--- config.mk ---
export PLATFORM = sky130hd
export DESIGN_NAME = sqm_config
export DESIGN_NICKNAME = d
export VERILOG_FILES = /design/src/sqm_tc_lookup.v /design/src/sqm_mirror.v /design/src/sqm_config.v
export VERILOG_INCLUDE_DIRS = /design/src
export SDC_FILE = /design/constraint.sdc
export NUM_CORES = 1
export LEC_CHECK = 0
export ABC_AREA = 1
export ABC_CLOCK_PERIOD_IN_PS = 1880
export BUFFER_PORTS_ARGS = -buffer_cell sky130_fd_sc_hd__buf_2
export CORE_MARGIN = 2
export CORE_UTILIZATION = 44
export CTS_CLUSTER_SIZE = 16
export DETAILED_ROUTE_END_ITERATION = 12
export PLACE_DENSITY_LB_ADDON = 0.3
export SETUP_SLACK_MARGIN = 0.2
export SYNTH_ARGS = -nofsm -noshare
export SYNTH_HDL_FRONTEND = slang
export SYNTH_SLANG_ARGS = --single-unit
--- constraint.sdc ---
create_clock -name clk -period 1.88 [get_ports clk]
set_clock_uncertainty 0.15 [all_clocks]
set_input_delay 0.188 -clock clk [delete_from_list [all_inputs] [get_ports clk]]
set_output_delay 0.188 -clock clk [all_outputs]
set_load 0.02 [all_outputs]
--- src/sqm_regs.vh ---
/*
 * Register map, field positions and reset values of the switch
 * queue and mirror configuration bank.
 * Assumes word-indexed registers, byte address = 4 * index.
 */
`ifndef SQM_REGS_VH
`define SQM_REGS_VH

// Register indices (byte address is four times the index)
`define SQM_IDX_PORT_STATE 14'h1840
`define SQM_IDX_PRI_QUEUE 14'h1845
`define SQM_IDX_MIRROR 14'h1846
`define SQM_IDX_INGRESS_TYPE 14'h1847
`define SQM_IDX_IRQ_STATUS 14'h1850
`define SQM_IDX_IRQ_MASK 14'h1851

// Writable bits of each register
`define SQM_PORT_STATE_BITS 32'h0000_003F
`define SQM_PRI_QUEUE_BITS 32'h0000_FFFF
`define SQM_MIRROR_BITS 32'h0000_01FF
`define SQM_INGRESS_TYPE_BITS 32'h0000_003F
`define SQM_IRQ_BITS 32'h0000_0007

// Reset values
`define SQM_PORT_STATE_RST 6'h00
`define SQM_PRI_QUEUE_RST 16'hFA41
`define SQM_MIRROR_RST 9'h000
`define SQM_INGRESS_TYPE_RST 6'h00

// Port mirroring fields
`define SQM_MIR_TX_EN 0
`define SQM_MIR_RX_EN 1
`define SQM_MIR_PORTS_LO 2
`define SQM_MIR_PORTS_HI 4
`define SQM_MIR_SNIFF_LO 5
`define SQM_MIR_SNIFF_HI 7
`define SQM_MIR_FILT_EN 8

// Spanning-tree state encodings
`define SQM_STP_FORWARD 2'h0
`define SQM_STP_BLOCK 2'h1
`define SQM_STP_LEARN 2'h2
`define SQM_STP_DISABLE 2'h3

// Ingress type value that lets the VLAN tag pick the destination
`define SQM_ITYPE_TAG_DEST 2'h3

// Interrupt status bits
`define SQM_IRQ_DROP 0
`define SQM_IRQ_RX_MIR 1
`define SQM_IRQ_TX_MIR 2

`endif

--- src/sqm_tc_lookup.v ---
/*
 * Traffic-class lookup: picks a two-bit egress queue from the
 * eight-entry priority map.
 * Assumes the priority is a stable three-bit value.
 */
`timescale 1ns/1ps

module sqm_tc_lookup (
  input wire [15:0] tc_map,
  input wire [2:0] pri,
  output reg [1:0] queue
);

  // Entry n sits at bits 2n+1:2n, priority 7 at the top
  always @* begin
    case (pri)
      3'h0: queue = tc_map[1:0];
      3'h1: queue = tc_map[3:2];
      3'h2: queue = tc_map[5:4];
      3'h3: queue = tc_map[7:6];
      3'h4: queue = tc_map[9:8];
      3'h5: queue = tc_map[11:10];
      3'h6: queue = tc_map[13:12];
      default: queue = tc_map[15:14];
    endcase
  end

endmodule // sqm_tc_lookup

--- src/sqm_mirror.v ---
/*
 * Mirror decision: adds the sniffer port to the destinations of
 * mirrored receive and transmit traffic.
 * Assumes one-hot port vectors, bit n for switch port n.
 */
`timescale 1ns/1ps

module sqm_mirror (
  input wire [2:0] rx_port_oh,
  input wire rx_filtered,
  input wire [2:0] rx_base_dest,
  input wire [2:0] tx_port_oh,
  input wire [2:0] mirrored,
  input wire [2:0] sniffer,
  input wire rx_mir_en,
  input wire tx_mir_en,
  input wire filt_mir_en,
  output reg [2:0] rx_dest,
  output reg rx_mirrored,
  output reg [2:0] tx_dest
);

  reg rx_hit;

  // Filtered packets reach only the sniffer, and only if allowed
  always @* begin
    rx_hit = rx_mir_en && ((rx_port_oh & mirrored) != 3'h0);
    if (rx_filtered) begin
      rx_mirrored = rx_hit && filt_mir_en;
      rx_dest = rx_mirrored ? sniffer : 3'h0;
    end else begin
      rx_mirrored = rx_hit;
      rx_dest = rx_base_dest | (rx_hit ? sniffer : 3'h0);
    end
    if (tx_mir_en && ((tx_port_oh & mirrored) != 3'h0)) begin
      tx_dest = sniffer;
    end else begin
      tx_dest = 3'h0;
    end
  end

endmodule // sqm_mirror

--- src/sqm_config.v ---
/*
 * Switch queue and mirror configuration bank: Wishbone register
 * slave plus the per-packet decisions that these registers steer
 * (spanning-tree gating, traffic class, mirroring, tag routing).
 * Assumes packet descriptors arrive as one-cycle strobes from the
 * ingress classifier and the egress scheduler, synchronous to clk.
 */
// The implementer's own choice: register access over Wishbone.
// Behaviour
// - Two-bit spanning-tree state per port
// - Eight-entry priority to queue table
// - Table resets to 3,3,2,2,1,0,0,1
// - Sniffer select at bits 7:5
// - Mirrored port mask at bits 4:2
// - Bit 1 mirrors received packets
// - Bit 0 mirrors transmitted packets
// - Bit 8 also mirrors filtered received packets
// - Mirrored filtered packets still count, drop
// - Ingress type 11b routes by tag
// - Mirror and type fields reset zero
`timescale 1ns/1ps
`include "sqm_regs.vh"

module sqm_config (
  input wire clk,
  input wire sys_rst,
  // Wishbone slave
  input wire wb_cyc_i,
  input wire wb_stb_i,
  input wire wb_we_i,
  input wire [15:0] wb_adr_i,
  input wire [3:0] wb_sel_i,
  input wire [31:0] wb_dat_i,
  output reg [31:0] wb_dat_o,
  output reg wb_ack_o,
  // Received packet descriptor
  input wire rx_valid,
  input wire [1:0] rx_port,
  input wire [2:0] rx_pri,
  input wire rx_filtered,
  input wire [2:0] rx_dest,
  input wire [2:0] rx_tag_dest,
  // Transmitted packet notice
  input wire tx_valid,
  input wire [1:0] tx_port,
  // Forwarding decision
  output reg fwd_valid,
  output reg [2:0] fwd_dest,
  output reg [1:0] fwd_queue,
  output reg fwd_learn,
  output reg fwd_dropped,
  // Extra copy of a transmitted packet
  output reg tx_copy_valid,
  output reg [2:0] tx_copy_dest,
  // Filtered counter increments and drop interrupt event
  output reg [2:0] filt_cnt_inc,
  output reg drop_evt,
  output reg irq
);

  // Configuration registers
  reg [5:0] port_state_q;
  reg [15:0] priority_queue_map_q;
  reg [8:0] port_mirror_control_q;
  reg [5:0] ingress_port_type_q;
  reg [2:0] irq_status_q;
  reg [2:0] irq_mask_q;

  // Bus decode
  wire [13:0] word_idx;
  wire bus_req;
  wire wr_stb;
  wire [31:0] be_mask;
  reg [31:0] rd_data_d;

  // Per-port decode of the configuration
  wire [2:0] fwd_ok;
  wire [2:0] learn_ok;
  wire [2:0] tag_route;
  wire [2:0] mirrored;
  wire [2:0] sniffer;

  // Datapath intermediates
  reg [2:0] rx_port_oh;
  reg [2:0] tx_port_oh;
  reg rx_drop;
  reg [2:0] base_dest;
  wire [2:0] mir_rx_dest;
  wire mir_rx_hit;
  wire [2:0] mir_tx_dest;
  wire [1:0] tc_queue;
  wire [2:0] irq_evt;

  // Merged write words; only the low bits of each are kept
  wire [31:0] port_state_wr;
  wire [31:0] pri_queue_wr;
  wire [31:0] mirror_wr;
  wire [31:0] ingress_type_wr;
  wire [31:0] irq_mask_wr;

  assign word_idx = wb_adr_i[15:2];
  assign bus_req = wb_cyc_i && wb_stb_i && !wb_ack_o;
  // A write lands on the edge at which the master sees ack, the same
  // edge at which it lets go of the request
  assign wr_stb = wb_cyc_i && wb_stb_i && wb_we_i && wb_ack_o;

  // Byte lanes that a write may touch
  assign be_mask = {{8{wb_sel_i[3]}}, {8{wb_sel_i[2]}},
                    {8{wb_sel_i[1]}}, {8{wb_sel_i[0]}}};

  assign mirrored =
    port_mirror_control_q[`SQM_MIR_PORTS_HI:`SQM_MIR_PORTS_LO];
  assign sniffer =
    port_mirror_control_q[`SQM_MIR_SNIFF_HI:`SQM_MIR_SNIFF_LO];

  // Merge a bus write into a register under the byte lanes
  function [31:0] merge;
    input [31:0] old_val;
    input [31:0] new_val;
    input [31:0] lanes;
    input [31:0] bits;
    begin
      merge = (old_val & ~(lanes & bits)) | (new_val & lanes & bits);
    end
  endfunction

  // Merged words for each writable register; the high bits are cut
  // off where they are stored, so reserved bits always read zero
  assign port_state_wr = merge({26'h0, port_state_q}, wb_dat_i, be_mask,
    `SQM_PORT_STATE_BITS);
  assign pri_queue_wr = merge({16'h0, priority_queue_map_q}, wb_dat_i,
    be_mask, `SQM_PRI_QUEUE_BITS);
  assign mirror_wr = merge({23'h0, port_mirror_control_q}, wb_dat_i,
    be_mask, `SQM_MIRROR_BITS);
  assign ingress_type_wr = merge({26'h0, ingress_port_type_q}, wb_dat_i,
    be_mask, `SQM_INGRESS_TYPE_BITS);
  assign irq_mask_wr = merge({29'h0, irq_mask_q}, wb_dat_i, be_mask,
    `SQM_IRQ_BITS);

  // Per-port decode of state and ingress type
  genvar gp;
  generate
    for (gp = 0; gp < 3; gp = gp + 1) begin : g_port
      assign fwd_ok[gp] =
        port_state_q[2*gp+1:2*gp] == `SQM_STP_FORWARD;
      assign learn_ok[gp] =
        fwd_ok[gp] || port_state_q[2*gp+1:2*gp] == `SQM_STP_LEARN;
      assign tag_route[gp] =
        ingress_port_type_q[2*gp+1:2*gp] == `SQM_ITYPE_TAG_DEST;
    end
  endgenerate

  // Port numbers to one-hot; port number 3 matches nothing
  always @* begin
    rx_port_oh = 3'h0;
    tx_port_oh = 3'h0;
    if (rx_port != 2'h3) begin
      rx_port_oh[rx_port] = 1'b1;
    end
    if (tx_port != 2'h3) begin
      tx_port_oh[tx_port] = 1'b1;
    end
  end

  // Normal destination before mirroring is added
  always @* begin
    rx_drop = rx_filtered || ((rx_port_oh & fwd_ok) == 3'h0);
    if ((rx_port_oh & tag_route) != 3'h0) begin
      base_dest = rx_tag_dest;
    end else begin
      base_dest = rx_dest;
    end
    // egress gating, never back out the ingress port
    base_dest = base_dest & fwd_ok & ~rx_port_oh;
  end

  sqm_tc_lookup u_tc (
    .tc_map(priority_queue_map_q),
    .pri(rx_pri),
    .queue(tc_queue)
  );

  // Mirror copies; a sniffer left at zero simply drops the copy
  sqm_mirror u_mir (
    .rx_port_oh(rx_port_oh),
    .rx_filtered(rx_drop),
    .rx_base_dest(base_dest),
    .tx_port_oh(tx_port_oh),
    .mirrored(mirrored),
    .sniffer(sniffer),
    .rx_mir_en(port_mirror_control_q[`SQM_MIR_RX_EN]),
    .tx_mir_en(port_mirror_control_q[`SQM_MIR_TX_EN]),
    .filt_mir_en(port_mirror_control_q[`SQM_MIR_FILT_EN]),
    .rx_dest(mir_rx_dest),
    .rx_mirrored(mir_rx_hit),
    .tx_dest(mir_tx_dest)
  );

  // Forwarding decision, one cycle after the descriptor
  always @(posedge clk) begin
    if (sys_rst) begin
      fwd_valid <= 1'b0;
      fwd_dest <= 3'h0;
      fwd_queue <= 2'h0;
      fwd_learn <= 1'b0;
      fwd_dropped <= 1'b0;
    end else begin
      fwd_valid <= rx_valid;
      fwd_dest <= rx_valid ? mir_rx_dest : 3'h0;
      fwd_queue <= tc_queue;
      fwd_learn <= rx_valid && ((rx_port_oh & learn_ok) != 3'h0);
      fwd_dropped <= rx_valid && rx_drop;
    end
  end

  // Transmit mirroring copy request
  always @(posedge clk) begin
    if (sys_rst) begin
      tx_copy_valid <= 1'b0;
      tx_copy_dest <= 3'h0;
    end else begin
      tx_copy_valid <= tx_valid && (mir_tx_dest != 3'h0);
      tx_copy_dest <= tx_valid ? mir_tx_dest : 3'h0;
    end
  end

  // Filtered packets are counted even when sent to the sniffer
  always @(posedge clk) begin
    if (sys_rst) begin
      filt_cnt_inc <= 3'h0;
      drop_evt <= 1'b0;
    end else begin
      filt_cnt_inc <= (rx_valid && rx_drop) ? rx_port_oh : 3'h0;
      drop_evt <= rx_valid && rx_drop;
    end
  end

  // Interrupt events, taken from the same cycle as the decision
  // A transmit mirror event needs a sniffer bit; a receive mirror event does not
  assign irq_evt = {tx_valid && (mir_tx_dest != 3'h0),
                    rx_valid && mir_rx_hit,
                    rx_valid && rx_drop};

  // Sticky status, write one to clear; a new event beats the clear
  always @(posedge clk) begin
    if (sys_rst) begin
      irq_status_q <= 3'h0;
    end else if (wr_stb && word_idx == `SQM_IDX_IRQ_STATUS) begin
      irq_status_q <= (irq_status_q & ~(wb_dat_i[2:0] & be_mask[2:0]))
                      | irq_evt;
    end else begin
      irq_status_q <= irq_status_q | irq_evt;
    end
  end

  // Level interrupt from unmasked status bits
  always @(posedge clk) begin
    if (sys_rst) begin
      irq <= 1'b0;
    end else begin
      irq <= (irq_status_q & irq_mask_q) != 3'h0;
    end
  end

  // Register writes, committed on the edge at which ack is seen high
  always @(posedge clk) begin
    if (sys_rst) begin
      port_state_q <= `SQM_PORT_STATE_RST;
      priority_queue_map_q <= `SQM_PRI_QUEUE_RST;
      port_mirror_control_q <= `SQM_MIRROR_RST;
      ingress_port_type_q <= `SQM_INGRESS_TYPE_RST;
      irq_mask_q <= 3'h0;
    end else if (wr_stb) begin
      case (word_idx)
        `SQM_IDX_PORT_STATE: begin
          port_state_q <= port_state_wr[5:0];
        end
        `SQM_IDX_PRI_QUEUE: begin
          priority_queue_map_q <= pri_queue_wr[15:0];
        end
        `SQM_IDX_MIRROR: begin
          port_mirror_control_q <= mirror_wr[8:0];
        end
        `SQM_IDX_INGRESS_TYPE: begin
          ingress_port_type_q <= ingress_type_wr[5:0];
        end
        `SQM_IDX_IRQ_MASK: begin
          irq_mask_q <= irq_mask_wr[2:0];
        end
        // Unmapped words and the status word take no plain write
        default: begin
          port_state_q <= port_state_q;
        end
      endcase
    end
  end

  // Read mux; reserved bits and unmapped words read zero
  always @* begin
    case (word_idx)
      `SQM_IDX_PORT_STATE: rd_data_d = {26'h0, port_state_q};
      `SQM_IDX_PRI_QUEUE: rd_data_d = {16'h0, priority_queue_map_q};
      `SQM_IDX_MIRROR: rd_data_d = {23'h0, port_mirror_control_q};
      `SQM_IDX_INGRESS_TYPE: rd_data_d = {26'h0, ingress_port_type_q};
      `SQM_IDX_IRQ_STATUS: rd_data_d = {29'h0, irq_status_q};
      `SQM_IDX_IRQ_MASK: rd_data_d = {29'h0, irq_mask_q};
      default: rd_data_d = 32'h0000_0000;
    endcase
  end

  // Single-wait-state ack; every address answers, none stalls the bus
  // Read data is latched as the request is taken and stands with ack
  always @(posedge clk) begin
    if (sys_rst) begin
      wb_ack_o <= 1'b0;
      wb_dat_o <= 32'h0000_0000;
    end else begin
      wb_ack_o <= bus_req;
      if (bus_req && !wb_we_i) begin
        wb_dat_o <= rd_data_d;
      end
    end
  end

endmodule // sqm_config

==> implementation parameters <==
Parameter                              Value

Logic synthesis
  Most used standard cell by instance count after synthesis    sky130_fd_sc_hd__nand2_1
  Synthesized instance count    515
  Cell area after synthesis    3654 sq um
  EDFF count, synth    0
  Syn Area/Cell    7.094 sq um
  Most instantiated cells after synthesis    sky130_fd_sc_hd__nand2_1 (95), sky130_fd_sc_hd__dfxtp_1 (76), sky130_fd_sc_hd__inv_1 (64), sky130_fd_sc_hd__a21oi_1 (53), sky130_fd_sc_hd__nand3_1 (48)
  Proportion of synthesized flip-flops having asynchronous set or reset    0%
  Synthesis warning total    0
  Share of the synthesized area in the top cell type    41.64%
  Primary FF master, synth    sky130_fd_sc_hd__dfxtp_1
  Sequential fraction of the synthesis area    41.64%
  Ranking of synthesized cells by area    sky130_fd_sc_hd__dfxtp_1 (42%), sky130_fd_sc_hd__nand2_1 (9.8%), sky130_fd_sc_hd__a21oi_1 (7.3%)
  Number of distinct library cells after synthesis    34
  Library cell with the largest summed area after synthesis    sky130_fd_sc_hd__dfxtp_1
  Flop and latch count out of synthesis    76

Placement
  Global placer's final weighted congestion    0.8663
  Half-perimeter wire length after placement    7304 microns
  Total of buffers placed on input and output ports    86
  Worst slack, placed    41.11 ps

Layout
  Layout overhead on the synthesized area    21.34%
  Final nets    688
  Share of cells above drive strength 1    21.97%
  Diodes inserted    0

Worst setup path
  Data required time at the worst endpoint    1970 ps
  Gate family responsible for the most delay along the worst path    simple AND/OR/NAND/NOR gates
  Bufs and invs on worst path    1
  Data arrival time at the worst-slack endpoint    1670 ps
  Max Fanout on Critical Path    12
  Crit-path max cell delay    390 ps
  Kind of end point of the critical path    register
  Classification of the worst setup path    register to register
  CP Cell Sequence    nand2_1 > nor2_2 > nand2_1 > inv_4 > nand2_2 > o21ai_0 > a21oi_1
  Flop-to-flop setup slack    290 ps
  Dominant cell type by count on the critical path    sky130_fd_sc_hd__nand2_1
  Cell with the biggest individual delay on the critical path    sky130_fd_sc_hd__dfxtp_1
  Critical path launch point type    register

Floorplanning
  Std-Cell Core Area    8134 sq um
  I/O pin cnt    123
  Vertical die dimension    95.13 microns
  Full die area    9049 sq um
  Rows    33
  Initial standard-cell utilization of the core    44.92%
  Chip width    95.13 microns

Clock network
  Worst-skew pair later-pin latency    350 ps
  Number of buffers inserted during clock tree synthesis    9
  Setup fix buffers added after clock tree synthesis    0
  Clock sink total    76
  Buffer type at the clock tree root    sky130_fd_sc_hd__clkbuf_8
  Maximum level of the CTS H-tree    3
  Clock tree from TritonCTS    done
  Number of buffers between clock root and the deepest sink    2
  Clock transition at path regs    80 ps

Hold path
  Min-delay worst type    input pin to register

Routing
  Total met2 wirelength after detailed routing    4805 microns
  Via count normalized by instance count    4.941
  Max Used Layer    met4
  Remaining routing DRC violations    0
  Via count of the routed design    3577
  Routed Wire Length    9724 microns
  Count of routing violations after the opening detailed-route iteration    173
  Initial DRT Pass Iterations    6
  Post-route met1 wirelength    4126 microns
  Post-route ant nets    0
  Routed length on met3    603 microns
  Wire length per cell after detailed routing    13.43 microns

GRT
  Global-route wire length before repair    15710 microns
  Aggregate global-route resource usage    22.53%
  Antenna violations before repair    0
  Maximum number of pins on one net before global-route repair    34
  Total gr overflow    0
  Number of global-route vias before repair    3336

Timing
  Setup slack of the critical path after layout    294.4 ps
  Maximum frequency from static timing analysis    630.7 MHz
  TNS Setup    0 ps
  Final hold vios    0
  Setup repair after global routing missed its margin    no
  Shortest period the worst path allows    1586 ps
  Pins Over Slew Limit    0
  Final critical-path share of the clock period    84.34%
  Final setup violation count    0

Pwr
  Static leakage    2.108 nW
  Max IR drop VDD    0.4240 mV
  Power Density    724.2 nW/um^2

Outcome
  Outcome    finished clean

Flow run
  Number of violations of the max-capacitance limit    0
==> kinds of logic (layout without fill, tap and decap cells) <==
logic type,count (synthesis),in the layout,synth area share (%)
buf+inv,102,191,13.87
simple gates,219,219,27.71
flops,76,76,41.64
other cells,1,16,0.1026
compound gates,117,117,16.68
==> report_power, final <==
group | internal (mW) | total [mW] | switching [mW]
logic | 0.122 | 0.330 | 0.208
registers | 1.63 | 1.64 | 0.0104
clock network | 0.644 | 1.24 | 0.596
total | 2.40 | 3.21 | 0.814
==> per-layer routing <==
layer  global-route usage, %  up-vias
met3                   5.534       19
met4                   6.763        0
li1                        -     1846
met1                   27.40     1605
met2                   39.20      107
met5                       0        -
==> per-stage QoR <==
stage | instance area [sq um] | utilization, % | cells | hold WS, ps | power [mW]
finish | 4433 | 54.50 | 724 | 26.46 | 3.211
global route | 4433 | 54.50 | 724 | 22.90 | 3.340
CTS | 4415 | 54.28 | 724 | 3.965 | 3.236
detailed placement | 4083 | 50.19 | 695 | 238.6 | 1.982
global placement | 4083 | 50.19 | 695 | 237.2 | 1.976
floorplan | 3710 | - | 530 | 114.8 | 1.876
==> worst register-to-register path: stages, from the launching register on <==
cell                      delay, ps
sky130_fd_sc_hd__dfxtp_1        390
sky130_fd_sc_hd__nand2_1         90
sky130_fd_sc_hd__nor2_2         140
sky130_fd_sc_hd__nand2_1        130
sky130_fd_sc_hd__inv_4          180
sky130_fd_sc_hd__nand2_2        170
sky130_fd_sc_hd__o21ai_0        180
sky130_fd_sc_hd__a21oi_1         60
==> final timing paths <==
| path | startpoint | end | cells past startpoint |
|---|---|---|---|
| worst max-delay path | wb_ack_o | register | 7 |
| worst min-delay path | wb_dat_i[7] | register | 3 |
| worst min register to register | wb_dat_o[4] | wb_dat_o[4] | 2 |
| worst max register to register | wb_ack_o | register | 7 |
==> timing repair <==
| action | CTS | global route |
|---|---|---|
| endpoints found under the hold margin | 18 | 0 |
| hold buffers | 14 | 0 |
| setup endpoints to repair | 4 | 26 |
| gates resized for setup | 2 | 12 |
==> final cells by class <==
| class | count | area [sq um] |
|---|---|---|
| clock buffers | 11 | 141.4 |
| fillers | 820 | 3701 |
| flip-flops and latches | 76 | 1521 |
| multi-input cells | 352 | 1699 |
| repair buffers | 107 | 623.1 |
| well taps | 105 | 131.4 |
| clock inverters | 4 | 48.80 |
| inverters | 69 | 267.8 |
==> layout by cell type (no fill, tap or decap), drive strengths merged <==
cell,Yosys,final
a21oi,53,53
bufinv,0,1
buf,24,93
o221ai,1,1
nor2,50,50
nand3,48,48
nand2,105,105
dlygate4sd3,0,14
o21ai,52,52
or2,1,1
nand3b,1,1
clkinv,2,4
clkbuf,9,11
o22ai,4,4
and2,2,2
o211ai,1,1
conb,1,16
a211oi,4,4
nand4,1,1
a31oi,2,2
dfxtp,76,76
inv,67,68
nor3,11,11
(Power assumes the default switching activity.)
